[src/rtl/dcpc_pkg.sv]
// Constants, pin bundle and data word of the converter pin control block.
// Assumes one 20 MHz system clock and a synchronous active high reset.
package dcpc_pkg;
    localparam logic [3:0] CAL_REG_ADDR = 4'h0;
    localparam int CAL_CMD_BIT = 0;
    localparam logic [15:0] CAL_REG_RESET = 16'h0000;
    localparam logic [15:0] CAL_LOW_MIN = 16'h0050;
    localparam logic [15:0] CAL_HIGH_MIN = 16'h0050;
    localparam logic [15:0] CAL_RUN_CYC = 16'h0100;
    localparam logic [3:0] OUT_CLK_HALF = 4'h2;
    localparam logic [4:0] SER_FRAME = 5'h14;
    localparam int FIFO_DEPTH = 16;
    localparam int PIN_COUNT = 13;

    typedef struct packed
    {
        logic full_power_down;
        logic second_channel_power_down;
        logic cal;
        logic resync_p;
        logic resync_n;
        logic resync_style;
        logic edge_select;
        logic edge_mid;
        logic amplitude_select;
        logic range_mid;
        logic cal_delay_select;
        logic cal_delay_mid;
        logic demux;
    } dcpc_pins_t;

    typedef struct packed
    {
        logic [7:0] first;
        logic [7:0] second;
    } dcpc_word_t;
endpackage

[src/rtl/dcpc_top.sv]
// Output FIFO and the pin control and output formatting logic.
// Assumes pins are asynchronous and samples come from the core on i_clk.
`timescale 1ns/1ns
`default_nettype none

module dcpc_fifo
#(
    parameter int WIDTH = 16,
    parameter int DEPTH = 16
)
(
    input wire logic i_clk,
    input wire logic i_sys_rst,
    input wire logic i_in_valid,
    input wire logic [WIDTH-1:0] i_in_data,
    output logic o_in_ready,
    output logic o_out_valid,
    output logic [WIDTH-1:0] o_out_data,
    input wire logic i_out_ready
);
    localparam int AW = $clog2(DEPTH);
    logic [WIDTH-1:0] mem [DEPTH];
    logic [AW-1:0] wr_ptr;
    logic [AW-1:0] rd_ptr;
    logic [AW:0] count;
    logic [AW:0] next_count;
    logic push;
    logic pop;

    assign push = i_in_valid & o_in_ready;
    assign pop = o_out_valid & i_out_ready;
    assign o_out_valid = count != '0;
    assign o_out_data = mem[rd_ptr];

    always_comb
    begin
        next_count = count;
        if (push & ~pop)
            next_count = count + 1'b1;
        else if (pop & ~push)
            next_count = count - 1'b1;
    end

    always_ff @(posedge i_clk)
    begin
        if (push)
            mem[wr_ptr] <= i_in_data;
    end

    always_ff @(posedge i_clk)
    begin
        if (i_sys_rst)
        begin
            wr_ptr <= '0;
            rd_ptr <= '0;
            count <= '0;
            o_in_ready <= 1'b0;
        end
        else
        begin
            if (push)
                wr_ptr <= (wr_ptr == AW'(DEPTH - 1)) ? '0 : wr_ptr + 1'b1;
            if (pop)
                rd_ptr <= (rd_ptr == AW'(DEPTH - 1)) ? '0 : rd_ptr + 1'b1;
            count <= next_count;
            o_in_ready <= next_count != (AW + 1)'(DEPTH);
        end
    end
endmodule

module dcpc_top
#(
    parameter int DEPTH = dcpc_pkg::FIFO_DEPTH,
    parameter logic [15:0] CAL_RUN = dcpc_pkg::CAL_RUN_CYC
)
(
    input wire logic i_clk,
    input wire logic i_sys_rst,
    input wire dcpc_pkg::dcpc_pins_t i_pins,
    input wire logic i_sample_valid,
    input wire dcpc_pkg::dcpc_word_t i_sample,
    output logic o_sample_ready,
    output logic [7:0] o_first_channel_out,
    output logic [7:0] o_first_channel_out_b,
    output logic [7:0] o_second_out,
    output logic [7:0] o_second_out_b,
    output logic o_output_data_clock,
    output logic o_first_active,
    output logic o_second_active,
    output logic o_cal_running,
    output logic o_long_cal_delay,
    output logic o_amplitude_reduced,
    output logic o_extended_mode,
    output logic o_interleave,
    output logic o_ddr
);
    // ***********************************************************
    // Pin synchronisers
    // ***********************************************************
    logic [dcpc_pkg::PIN_COUNT-1:0] sync1;
    logic [dcpc_pkg::PIN_COUNT-1:0] sync2;
    dcpc_pkg::dcpc_pins_t pin;

    for (genvar i = 0; i < dcpc_pkg::PIN_COUNT; i++)
    begin : g_sync
        always_ff @(posedge i_clk)
        begin
            if (i_sys_rst)
            begin
                sync1[i] <= 1'b0;
                sync2[i] <= 1'b0;
            end
            else
            begin
                sync1[i] <= i_pins[i];
                sync2[i] <= sync1[i];
            end
        end
    end
    assign pin = dcpc_pkg::dcpc_pins_t'(sync2);

    // ***********************************************************
    // Mode decode
    // ***********************************************************
    logic edge_rise;
    logic demux;

    always_ff @(posedge i_clk)
    begin
        if (i_sys_rst)
        begin
            o_extended_mode <= 1'b0;
            o_ddr <= 1'b0;
            edge_rise <= 1'b0;
            o_interleave <= 1'b0;
            o_long_cal_delay <= 1'b0;
            o_amplitude_reduced <= 1'b0;
            demux <= 1'b0;
            o_first_active <= 1'b0;
            o_second_active <= 1'b0;
        end
        else
        begin
            o_extended_mode <= pin.range_mid;
            o_ddr <= ~pin.range_mid & pin.edge_mid;
            edge_rise <= pin.range_mid | pin.edge_select;
            o_interleave <= ~pin.range_mid & pin.cal_delay_mid;
            o_long_cal_delay <= ~pin.range_mid & pin.cal_delay_select;
            o_amplitude_reduced <= ~pin.range_mid & ~pin.amplitude_select;
            demux <= pin.demux;
            o_first_active <= ~pin.full_power_down;
            o_second_active <= ~pin.full_power_down &
                (~pin.second_channel_power_down | o_interleave);
        end
    end

    // ***********************************************************
    // Serial configuration port
    // ***********************************************************
    logic sclk_q;
    logic sclk_rise;
    logic [4:0] bit_cnt;
    logic [19:0] shift;
    logic [19:0] next_shift;
    logic frame_done;
    logic reg_write;

    assign sclk_rise = pin.amplitude_select & ~sclk_q;
    assign next_shift = {shift[18:0], pin.edge_select};
    assign frame_done = o_extended_mode & ~pin.cal_delay_select &
        sclk_rise & (bit_cnt == dcpc_pkg::SER_FRAME - 5'h01);
    assign reg_write = frame_done &
        (next_shift[19:16] == dcpc_pkg::CAL_REG_ADDR);

    always_ff @(posedge i_clk)
    begin
        if (i_sys_rst)
        begin
            sclk_q <= 1'b0;
            bit_cnt <= '0;
            shift <= '0;
        end
        else
        begin
            sclk_q <= pin.amplitude_select;
            // Select is active low and framed; a high select aborts.
            if (~o_extended_mode | pin.cal_delay_select | frame_done)
                bit_cnt <= '0;
            else if (sclk_rise)
            begin
                bit_cnt <= bit_cnt + 5'h01;
                shift <= next_shift;
            end
        end
    end

    // ***********************************************************
    // Calibration
    // ***********************************************************
    logic [15:0] cal_reg;
    logic [15:0] low_cnt;
    logic [15:0] high_cnt;
    logic [15:0] run_cnt;
    logic low_ok;
    logic pin_start;
    logic reg_start;

    assign low_ok = low_cnt == dcpc_pkg::CAL_LOW_MIN;
    assign pin_start = pin.cal & low_ok &
        (high_cnt == dcpc_pkg::CAL_HIGH_MIN - 16'h0001);
    assign reg_start = reg_write &
        next_shift[dcpc_pkg::CAL_CMD_BIT];

    always_ff @(posedge i_clk)
    begin
        if (i_sys_rst)
        begin
            low_cnt <= '0;
            high_cnt <= '0;
        end
        else if (~pin.cal)
        begin
            high_cnt <= '0;
            if (~low_ok)
                low_cnt <= low_cnt + 16'h0001;
        end
        else if (pin_start)
        begin
            low_cnt <= '0;
            high_cnt <= '0;
        end
        else if (low_ok)
            high_cnt <= high_cnt + 16'h0001;
        else
            low_cnt <= '0;
    end

    always_ff @(posedge i_clk)
    begin
        if (i_sys_rst | pin.full_power_down)
        begin
            o_cal_running <= 1'b0;
            run_cnt <= '0;
            cal_reg <= dcpc_pkg::CAL_REG_RESET;
        end
        else
        begin
            if (pin_start | reg_start)
            begin
                o_cal_running <= 1'b1;
                run_cnt <= CAL_RUN - 16'h0001;
            end
            else if (run_cnt != '0)
                run_cnt <= run_cnt - 16'h0001;
            else
                o_cal_running <= 1'b0;
            // A write that lands on the finishing cycle wins.
            if (reg_write)
                cal_reg <= next_shift[15:0];
            else if (o_cal_running & run_cnt == '0)
                cal_reg[dcpc_pkg::CAL_CMD_BIT] <= 1'b0;
        end
    end

    // ***********************************************************
    // Sample buffer
    // ***********************************************************
    dcpc_pkg::dcpc_word_t in_word;
    dcpc_pkg::dcpc_word_t out_word;
    logic out_valid;
    logic pop;

    assign in_word = '{first: {~i_sample.first[7], i_sample.first[6:0]},
        second: {~i_sample.second[7], i_sample.second[6:0]}};

    dcpc_fifo #(.WIDTH(16), .DEPTH(DEPTH)) u_fifo
    (
        .i_clk(i_clk),
        .i_sys_rst(i_sys_rst),
        .i_in_valid(i_sample_valid & o_first_active),
        .i_in_data(in_word),
        .o_in_ready(o_sample_ready),
        .o_out_valid(out_valid),
        .o_out_data(out_word),
        .i_out_ready(pop)
    );

    // ***********************************************************
    // Output clock and resync
    // ***********************************************************
    logic [3:0] half_cnt;
    logic tick;
    logic upd;
    logic phase;
    logic rs_lvl;
    logic rs_q;
    logic resync_evt;

    assign tick = half_cnt == dcpc_pkg::OUT_CLK_HALF - 4'h1;
    assign upd = tick & (o_ddr | (~o_output_data_clock == edge_rise));
    assign pop = upd & out_valid & o_first_active;
    assign rs_lvl = pin.resync_style ? pin.resync_p :
        (pin.resync_p & ~pin.resync_n);
    assign resync_evt = rs_lvl & ~rs_q;

    always_ff @(posedge i_clk)
    begin
        if (i_sys_rst)
            rs_q <= 1'b0;
        else
            rs_q <= rs_lvl;
    end

    always_ff @(posedge i_clk)
    begin
        if (i_sys_rst | ~o_first_active | resync_evt)
        begin
            half_cnt <= '0;
            o_output_data_clock <= 1'b0;
            phase <= 1'b0;
        end
        else if (tick)
        begin
            half_cnt <= '0;
            o_output_data_clock <= ~o_output_data_clock;
            if (pop)
                phase <= demux & ~phase;
        end
        else
            half_cnt <= half_cnt + 4'h1;
    end

    // ***********************************************************
    // Output buses
    // ***********************************************************
    dcpc_pkg::dcpc_word_t hold;

    always_ff @(posedge i_clk)
    begin
        if (i_sys_rst | ~o_first_active)
        begin
            o_first_channel_out <= '0;
            o_first_channel_out_b <= '0;
            o_second_out <= '0;
            o_second_out_b <= '0;
            hold <= '0;
        end
        else if (~o_second_active)
        begin
            o_second_out <= '0;
            o_second_out_b <= '0;
            if (pop & ~demux)
                o_first_channel_out <= out_word.first;
            else if (pop & ~phase)
                hold <= out_word;
            else if (pop)
            begin
                o_first_channel_out <= hold.first;
                o_first_channel_out_b <= out_word.first;
            end
        end
        else if (pop & ~demux)
        begin
            o_first_channel_out <= out_word.first;
            o_second_out <= out_word.second;
        end
        else if (pop & ~phase)
            hold <= out_word;
        else if (pop)
        begin
            o_first_channel_out <= hold.first;
            o_first_channel_out_b <= out_word.first;
            o_second_out <= hold.second;
            o_second_out_b <= out_word.second;
        end
    end
endmodule

`default_nettype wire

[config.mk]
export PLATFORM = sky130hd
export DESIGN_NAME = dcpc_top
export DESIGN_NICKNAME = d
export VERILOG_FILES = /design/src/rtl/dcpc_pkg.sv /design/src/rtl/dcpc_top.sv
export SDC_FILE = /design/constraint.sdc
export NUM_CORES = 1
export LEC_CHECK = 0
export ABC_AREA = 1
export BUFFER_PORTS_ARGS = -buffer_cell sky130_fd_sc_hd__buf_2
export CORE_UTILIZATION = 55
export CTS_CLUSTER_SIZE = 8
export DETAILED_ROUTE_END_ITERATION = 8
export GPL_ROUTABILITY_DRIVEN = 1
export GPL_TIMING_DRIVEN = 0
export PLACE_DENSITY = 0.84
export SLEW_MARGIN = 20
export SYNTH_ARGS = -nofsm -noshare
export SYNTH_HDL_FRONTEND = slang
export SYNTH_SLANG_ARGS = --single-unit
[constraint.sdc]
create_clock -name i_clk -period 2.03 [get_ports i_clk]
set_clock_uncertainty 0.15 [all_clocks]
set_input_delay 0.203 -clock i_clk [delete_from_list [all_inputs] [get_ports i_clk]]
set_output_delay 0.203 -clock i_clk [all_outputs]
set_load 0.01 [all_outputs]
# Word level (Yosys, flattened, before mapping)
# Memory sizes are Yosys's and may differ from the RTL's. A register that Yosys moved wholly into a read port is not among the register bits.
# Index checks and enable logic that the tools add are counted.
[totals]
latchBits = 0
output_inout_bits = 42
regBits = 178
rom_bits = 0
mem_bits_rw = 256
elab_cells = 175
mem_count = 1
in_bits = 32
[op_classes]
multipliers = 0
bitwise_logic = 57
reduce_logical = 16
n_lt_le_gt_ge = 0
n_div = 0
mux = 23
add_sub_neg = 9
eq_ne = 12
shift = 0
[mem_list]
columns = ["name", "depth", "width", "read_ports", "rd_clocked_by_memory_dff", "write_ports", "line_no", "rtl"]
rows = [
  ["u_fifo.mem", 16, 16, 1, 1, 1, "dcpc_top.sv:22", "logic [WIDTH-1:0] mem [DEPTH];"],
]
[op_table]
columns = ["op", "n"]
rows = [
  ["$mux 16", 4],
  ["$mux 8", 8],
  ["$add 16x1->16 const B", 2],
  ["$eq 16x7->1 const B", 2],
  ["$and 1x1->1", 26],
  ["$not 1->1", 22],
  ["$mux 4", 4],
  ["$reduce_bool 16->1", 1],
  ["$sub 16x1->16 const B", 1],
  ["$add 4x1->4 const B", 3],
  ["$add 5x1->5 const B", 2],
  ["$mux 5", 2],
  ["$reduce_and 2->1", 5],
  ["$or 1x1->1", 9],
  ["$eq 4x4->1 const B", 2],
  ["$reduce_or 2->1", 4],
  ["$ne 2x2->1 const B", 3],
  ["$eq 5x5->1 const B", 1],
  ["$mux 1", 5],
  ["$ne 5x5->1 const B", 1],
  ["$reduce_bool 5->1", 1],
  ["$sub 5x1->5 const B", 1],
  ["$eq 4x1->1 const B", 1],
  ["$logic_not 4->1", 1],
  ["5 further kinds", 6],
]

# Longest topological paths before layout
# Gate-level depths: netlist of run 1.
[depth]
ltp_word = 11
depth_mapped = 13

# Cells and area by module
# A second synthesis of run 1 with hierarchy kept.
[unflattened]
cells_unflattened = 1817
area_unflattened_um2 = 18406.4
[modules_own_cells]
columns = ["mod", "n_inst", "area_each_um2", "cells_each"]
rows = [
  ["dcpc_fifo", 1, 11210.8, 828],
  ["dcpc_top", 1, 7195.7, 989],
]

# Worst setup path before layout of run 1
# OpenSTA, ideal clock, no wires.
[synth_timing]
path_type = "register to register"
from = "reg o_first_active"
to = "mem u_fifo.mem[11][0], enable pin"
n_path_buf = 0
slack_ns = -0.165
required_ns = 1.492
path_stages_with_launch = 5
synth_period_minus_slack_ns = 2.195
t_arrival_ns = 1.656
path_cell_list = "dfxtp_1 -> nand3_1 -> inv_1 -> nand2_1 -> nor2_1"
[synth_via]
elab_chain_cells = 4
[synth_lines]
columns = ["item", "line_no", "rtl"]
rows = [
  ["from (decl)", "dcpc_top.sv:88", "output logic o_first_active,"],
  ["from (signal assigned)", "dcpc_top.sv:151", "o_first_active <= ~pin.full_power_down;"],
  ["$and 1x1->1", "dcpc_top.sv:280", ".i_in_valid(i_sample_valid & o_first_active),"],
  ["$and 1x1->1", "dcpc_top.sv:30", "assign push = i_in_valid & o_in_ready;"],
  ["$mux 1", "dcpc_top.sv:46", "if (push)"],
  ["$mux 1 (implied by the code)", "dcpc_top.sv:47", "mem[wr_ptr] <= i_in_data;"],
  ["to (decl)", "dcpc_top.sv:22", ""],
]
# No other way between the ends.

==> results of run 1 <==
==> registers in the layout, indices dropped and copies added (netlist names), 12 cells and up, named ones only <==
signal / flops
run_cnt: 16
high_cnt: 16
pin: 12
low_cnt: 16
u_fifo.mem: 256
shift: 19
sync1: 13
hold: 16
==> power by group <==
group | switching, mW | internal, mW
sequential | 0.135 | 9.59
combinational | 1.15 | 0.601
clock | 3.78 | 5.32
total | 5.07 | 15.5
==> final cells by class <==
cell class / count / area share [%]
Clock inverter: 4 / 0.229
Tap cell: 442 / 2.46
Sequential cell: 438 / 50.5
Buffer: 83 / 2.75
Inverter: 321 / 5.39
Timing Repair Buffer: 132 / 4.92
Clock buffer: 81 / 7.04
Multi-Input combinational cell: 1035 / 26.7
==> repair_timing <==
item,CTS,global route
gates resized for setup,110,185
endpoints found under the setup margin,322,182
cloned,0,2
endpoints found under the hold margin,239,0
buffers inserted,17,12
hold buffers,28,0
pin swaps,24,51
==> worst max-delay path, cell delays in order (launching register included) <==
cell      delay, ns
dfxtp_4        0.38
buf_8          0.16
buf_12         0.15
buf_12         0.15
o211ai_1       0.40
nand3_2        0.25
nand3_4        0.17
nand2_4        0.07
o21ai_2        0.12
inv_1          0.05
==> cell families after synthesis <==
family | after synthesis | synth area share, %
AO/OA/AOI/OAI | 385 | 11.7
XOR/XNOR | 25 | 1.20
adder cells (fa/ha/maj) | 15 | 1.03
buffers and inverters | 407 | 8.81
flip-flops | 438 | 62.2
AND/OR/NAND/NOR | 609 | 15.1
==> placed cells by master, fill, tap and decap left out, types with 6 or more instances in the layout <==
master,Yosys,layout
nand2_2,3,12
nand4_1,22,22
nor4_1,8,7
ha_1,15,13
inv_2,4,13
dlygate4sd3_1,0,28
clkbuf_2,1,12
o21ai_2,1,11
nand3_4,0,12
buf_4,6,24
o21ai_0,141,114
nor3_2,6,7
nand3_2,3,50
a21oi_2,2,8
xnor2_1,6,6
clkbuf_1,33,30
nor2_2,4,8
a21oi_1,162,155
nand2_1,216,204
o211ai_1,64,64
clkbuf_4,0,13
xor2_1,19,19
clkbuf_16,0,61
buf_2,34,85
inv_1,314,304
o21ai_1,9,27
nor2_4,1,21
edfxtp_1,256,256
buf_6,1,16
buf_12,0,18
nor2_1,133,109
nor3_1,34,33
dfxtp_1,182,175
nand3_1,167,108
==> per-stage QoR <==
stage	utilization, %	instance area [sq um]	hold WS, ns	instances
finish	69.0	22500	0.0765	2536
floorplan	-	18200	0.152	1879
global route	69.0	22500	0.0591	2536
CTS	67.0	21800	0.0155	2523
detailed placement	59.0	19200	0.244	2395
global placement	58.9	19200	0.242	2394
==> worst min path at each step <==
| stage | start | endpoint | slack [ns] | depth (start not counted) |
|---|---|---|---|---|
| 5_1_grt | i_sample[15] | u_fifo.mem[0][15] | 0.06 | 2 |
| 4_1_cts | i_sys_rst | u_fifo.o_in_ready | 0.02 | 4 |
| 6_report | i_sample[15] | u_fifo.mem[9][15] | 0.08 | 2 |
| 2_1_floorplan | i_sample[0] | u_fifo.mem[0][0] | 0.15 | 0 |
| 3_3_place_gp | sync1[11] | pin[11] | 0.24 | 2 |
| 3_5_place_dp | sync1[2] | pin[2] | 0.24 | 2 |
==> routing by layer <==
layer | track usage, % | vias up
met2 | 53.5 | 1428
met3 | 7.09 | 356
met1 | 37.7 | 7314
met5 | 0 | -
li1 | - | 6693
met4 | 19.1 | 0
==> results.md, run 1 <==
* Fin crit share at 107%
* First-pass GRT wire length at roughly 82,000 microns
* Die W at ~180 microns
* Pins Over Slew Limit at 0
* Most frequent cell after synthesis: inv_1
* Final Hold Vio Count at 0
* Mapped Cells at roughly 1,900
* Multi-input gate area at 0.00599 sq mm
* # fillers at between 2,000 and 2,500
* Type of the worst setup path: reg -> reg
* Library cells used by synthesis at 46
* M1 wire length at slightly below 20,000 microns
* Worst Hold Class: in -> reg
* Synth cell count leaders: 314 x inv_1, 256 x edfxtp_1, 216 x nand2_1
* Drt total wl at roughly 59,000 microns
* Pwr dens at 917 mW/mm^2
* Maximum VDD drop at around 0.83 mV
* Status: finished with violations
* Wire length on met3 at between 7000 and 8000 microns
* Post-route ant nets at 0
* Largest net degree at the start of global routing at 20
* Die area at roughly 0.034 sq mm
* Detailed-route via count at roughly 16,000
* CTS Buf Count at 60
* Predominant post-synthesis flop cell: edfxtp_1
* Crit start category: flip-flop
* Initial antenna violation count at 0
* Residual DRC count at 0
* Worst-Skew Late Latency at 0.61 ns
* Drt first pass iters at 8
* Global placer's final weighted congestion at slightly above 0.9
* Met2 routed WL at roughly 28,000 microns
* Row count at 66
* Flop-to-flop setup slack at -0.14 ns
* Worst slew pin tran at roughly 0.82 ns
* Fmax at ~0.46 GHz
* Overall Power at ~21 mW
* # diodes at 0
* Clk sink count at about 440
* Fraction of registers with async set or reset after synthesis at 0%
* Die Y at around 180 microns
* Unrepaired setup endpoints after global routing: true
* Total Neg Setup Slack at -1.57 ns
* Failing checks: negative setup slack
* CP Data Required Time at between 2 and 2.5 ns
* DR iter-0 viols at 2,229
* Endpoint of the worst-slack reg-to-reg timing path: o_first_channel_out_b[3]
* Seq. cell area at between 0.01 and 0.015 sq mm
* Clk pin slew, worst setup/hold paths at 0.06 ns
* Drt wl/cell at ~23 microns
* Place WS at -0.524 ns
* CTS tree: done
* Worst Path Arrival at roughly 2.5 ns
* CP Capture Point: o_first_channel_out_b[3]
* Cell taking the most area after synthesis: edfxtp_1
* Yosys reg bits at roughly 440
* Core outline area at 0.0325 sq mm
* Top Layer Used: met4
* Post-synth EDFFs at between 200 and 300
* Vias per cell at 6.23
* Global-route usage over all layers at 31.9%
* Share of cells above drive strength 1 at about a fifth
* CP Capture Type: flip-flop
* Warnings from Yosys at 0
* Syn nets at about 1,900
* Synth top area share at a little over two fifths
* I/O Pins at 74
* LEAKAGE at ~8.6 nW
* Seq/Total Area, Yosys at between 60 and 70%
* Max Cap Viol at 0
* PortBufs at 73
* Gr ovfl total at 0
* CP max FO at 11
* Synth top area cells: edfxtp_1 42%, dfxtp_1 20%, inv_1 6.5%, nand3_1 4.6%, a21oi_1 4.5%
* Number of global-route vias before repair at approximately 15,000
* Minimum clock period at around 2.2 ns
* R2R depth at 9
* CTS root buf: clkbuf_16
* Final nets at approximately 2,100
* Setup violations, final at 36
* Worst setup margin at -0.137 ns
* Deepest level of the CTS H-tree at 2
* Initial core utilization at roughly 56%
* Final HPWL DP at 30,800 microns
* Netlist Area Pre-Place at 0.0182 sq mm
* Area growth, synth to finish at 23.3%
* Avg Cell Area, Syn at between 9 and 10 sq um
* Normalized max-slew margin at around 45%
* Clock Path Buffers at 3
No activity file was read; power rests on OpenSTA's default activity.
==> inputs of run 2 (changes only) <==
CORE_UTILIZATION = 24   (was 55)
PLACE_DENSITY = 0.48   (was 0.84)
==> results.md, run 2 (synthesized netlist as in run 1, its figures left out) <==
* Status: finished, final reports clean
* Worst slew pin tran at 0.869 ns (+0.0514 ns)
* Drt wl/cell at 16.7 microns (-28%)
* Overall Power at 20.7 mW (+0.49%)
* Gr ovfl total at 0 (unchanged)
* Critical path, cell by cell: inv_2, buf_2, nand3_2, nand3_1, o21ai_0, a21oi_1
* Max Cap Viol at 0 (unchanged)
* Worst-Skew Late Latency at 0.62 ns (about the same)
* Type of the worst setup path: reg -> reg
* Detailed-route via count at 13,700 (-13%)
* Die area at 0.0770 sq mm (+130%)
* LEAKAGE at 8.65 nW (+0.26%)
* Hold depth at 2 (unchanged)
* Placed Instance Area at 0.0199 sq mm (+3.6%)
* Biggest regs: u_fifo.mem: 256 flops, shift: 19 flops
* Fmax at 0.495 GHz (+7.4%)
* Global placer's final weighted congestion at 0.834 (-10%)
* Post-layout instance area at 0.0230 sq mm (+2.6%)
* CP Data Required Time at 2.42 ns (+0.06 ns)
* DR iter-0 viols at 878 (-61%)
* Core outline area at 0.0748 sq mm (+130%)
* Normalized max-slew margin at 42.1% (-3.2 points)
* # fillers at 7,704 (+280%)
* Most flop-heavy register: u_fifo.mem
* Row count at 100 (+52%)
* Multi-input gate area at 0.00580 sq mm (-3.2%)
* Worst Hold Class: in -> reg
* Commonest non-fill, non-tap cell in the layout: inv_1
* HP Start: i_sample[7]
* Number of global-route vias before repair at 13,500 (-10%)
* Share of cells above drive strength 1 at 17.4% (-1.7 points)
* Fin cells at 3,084 (+22%)
* Vias per cell at 4.45 (-29%)
* Final Hold Vio Count at 0 (unchanged)
* Largest net degree at the start of global routing at 18 (-10%)
* Final nets at 2,125 (+0.33%)
* Pwr dens at 898 mW/mm^2 (-2.1%)
* Initial antenna violation count at 1 (+1)
* Max reg flops at 256 (unchanged)
* PortBufs at 73 (unchanged)
* Clk sink count at 438 (unchanged)
* Initial core utilization at 24.3% (-32 points)
* Seq. cell area at 0.0114 sq mm (about the same)
* Final HPWL DP at 34,600 microns (+12%)
* First-pass GRT wire length at 77,600 microns (-5.3%)
* Unrepaired setup endpoints after global routing: true
* Worst path max stage delay at 0.44 ns (+0.04 ns)
* Commonest non-fill, non-tap cells in the layout: 308 x inv_1, 256 x edfxtp_1, 209 x nand2_1, 168 x dfxtp_1, 161 x a21oi_1
* Worst Path Arrival at 2.41 ns (-0.09 ns)
* CP max stage cell: dfxtp_1
* Drt total wl at 51,400 microns (-12%)
* Post-route ant nets at 0 (unchanged)
* Die W at 277 microns (+51%)
* Placed Cells at 2,925 (+22%)
* Die Y at 277 microns (+51%)
* Clock Path Buffers at 3 (unchanged)
* Fin crit share at 99.4% (-7.3 points)
* Maximum VDD drop at 0.753 mV (-9.3%)
* Flop-to-flop setup slack at 0.01 ns (+0.15 ns)
* Drt first pass iters at 5 (-3)
* Endpoint of the worst-slack reg-to-reg timing path: o_first_channel_out[1]
* Deepest level of the CTS H-tree at 2 (unchanged)
* I/O Pins at 74 (unchanged)
* Clk pin slew, worst setup/hold paths at 0.05 ns (about the same)
* Pins Over Slew Limit at 0 (unchanged)
* Area growth, synth to finish at 26.5%
* CP Capture Type: flip-flop
* Hold endpoint: u_fifo.mem[3][7]
* Global-route usage over all layers at 13.0% (-19 points)
* R2R depth at 6 (-3)
* # diodes at 0 (unchanged)
* Crit start category: flip-flop
* Residual DRC count at 0 (unchanged)
* CP max FO at 10 (-1)
* CTS root buf: clkbuf_16
* CTS tree: done
* Minimum clock period at 2.02 ns (-0.149 ns)
* Setup violations, final at 0 (-100%)
* CTS Buf Count at 60 (unchanged)
[run 2: power by group]
part	switching [mW]	leakage, nW	internal [mW]
clock network	3.80	0.808	5.44
logic	1.12	4.06	0.606
registers	0.131	3.79	9.59
total	5.05	8.65	15.6
[run 2: final cells by class]
cell class | instances | share of cell area, %
plain buffers | 83 | 2.64
clock buffers | 96 | 7.10
clock inverters | 3 | 0.255
inverters | 321 | 5.25
multi-input cells | 1034 | 25.2
flip-flops and latches | 438 | 49.3
well taps | 969 | 5.26
repair buffers | 140 | 5.06
[run 2: layer usage]
metal,global-route usage [%],routed length [microns]
met1,16.1,22200
met2,22.2,24800
met3,2.50,2520
met4,5.17,2000
met5,0,0
[run 2: worst max-delay path, delay by kind of cell (launching register included)]
family                 cells  cell delay, ns
AOI/OAI and AO/OA          2            0.31
DFF                        1            0.44
and+or+nand+nor            2            0.40
buffers and inverters      2            0.68
[run 2: how the worst max path moves through the flow]
stage	to	slack [ns]	cells after the start
6_report	o_first_channel_out[1]	0.01	6
5_1_grt	run_cnt[14]	-0.03	8
4_1_cts	u_fifo.mem[13][6]	-0.06	5
3_5_place_dp	u_fifo.mem[4][9]	-0.91	4
3_3_place_gp	u_fifo.mem[11][2]	-1.44	4
2_1_floorplan	u_fifo.mem[11][0]	-0.16	4
[run 2: stage by stage]
stage / utilization, % / worst slack (ns) / hold slack (ns) / TNS [ns]
after floorplan: - / -0.165 / 0.152 / -10.53
after global placement: 26.5 / -1.44 / 0.247 / -255.79
after detailed placement: 26.6 / -0.907 / 0.243 / -218.40
after CTS: 30.0 / -0.0646 / 0.109 / -4.50
after global routing: 30.8 / -0.0320 / 0.121 / -0.277
final: 30.8 / 0.0115 / 0.113 / 0
[run 2: repair_timing]
action / in CTS / in global routing
pin swaps: 19 / 33
hold buffers: 29 / 0
endpoints found under the hold margin: 252 / 0
cloned: 0 / 2
buffers inserted: 19 / 13
resized for setup: 94 / 152
setup endpoints to repair: 326 / 312
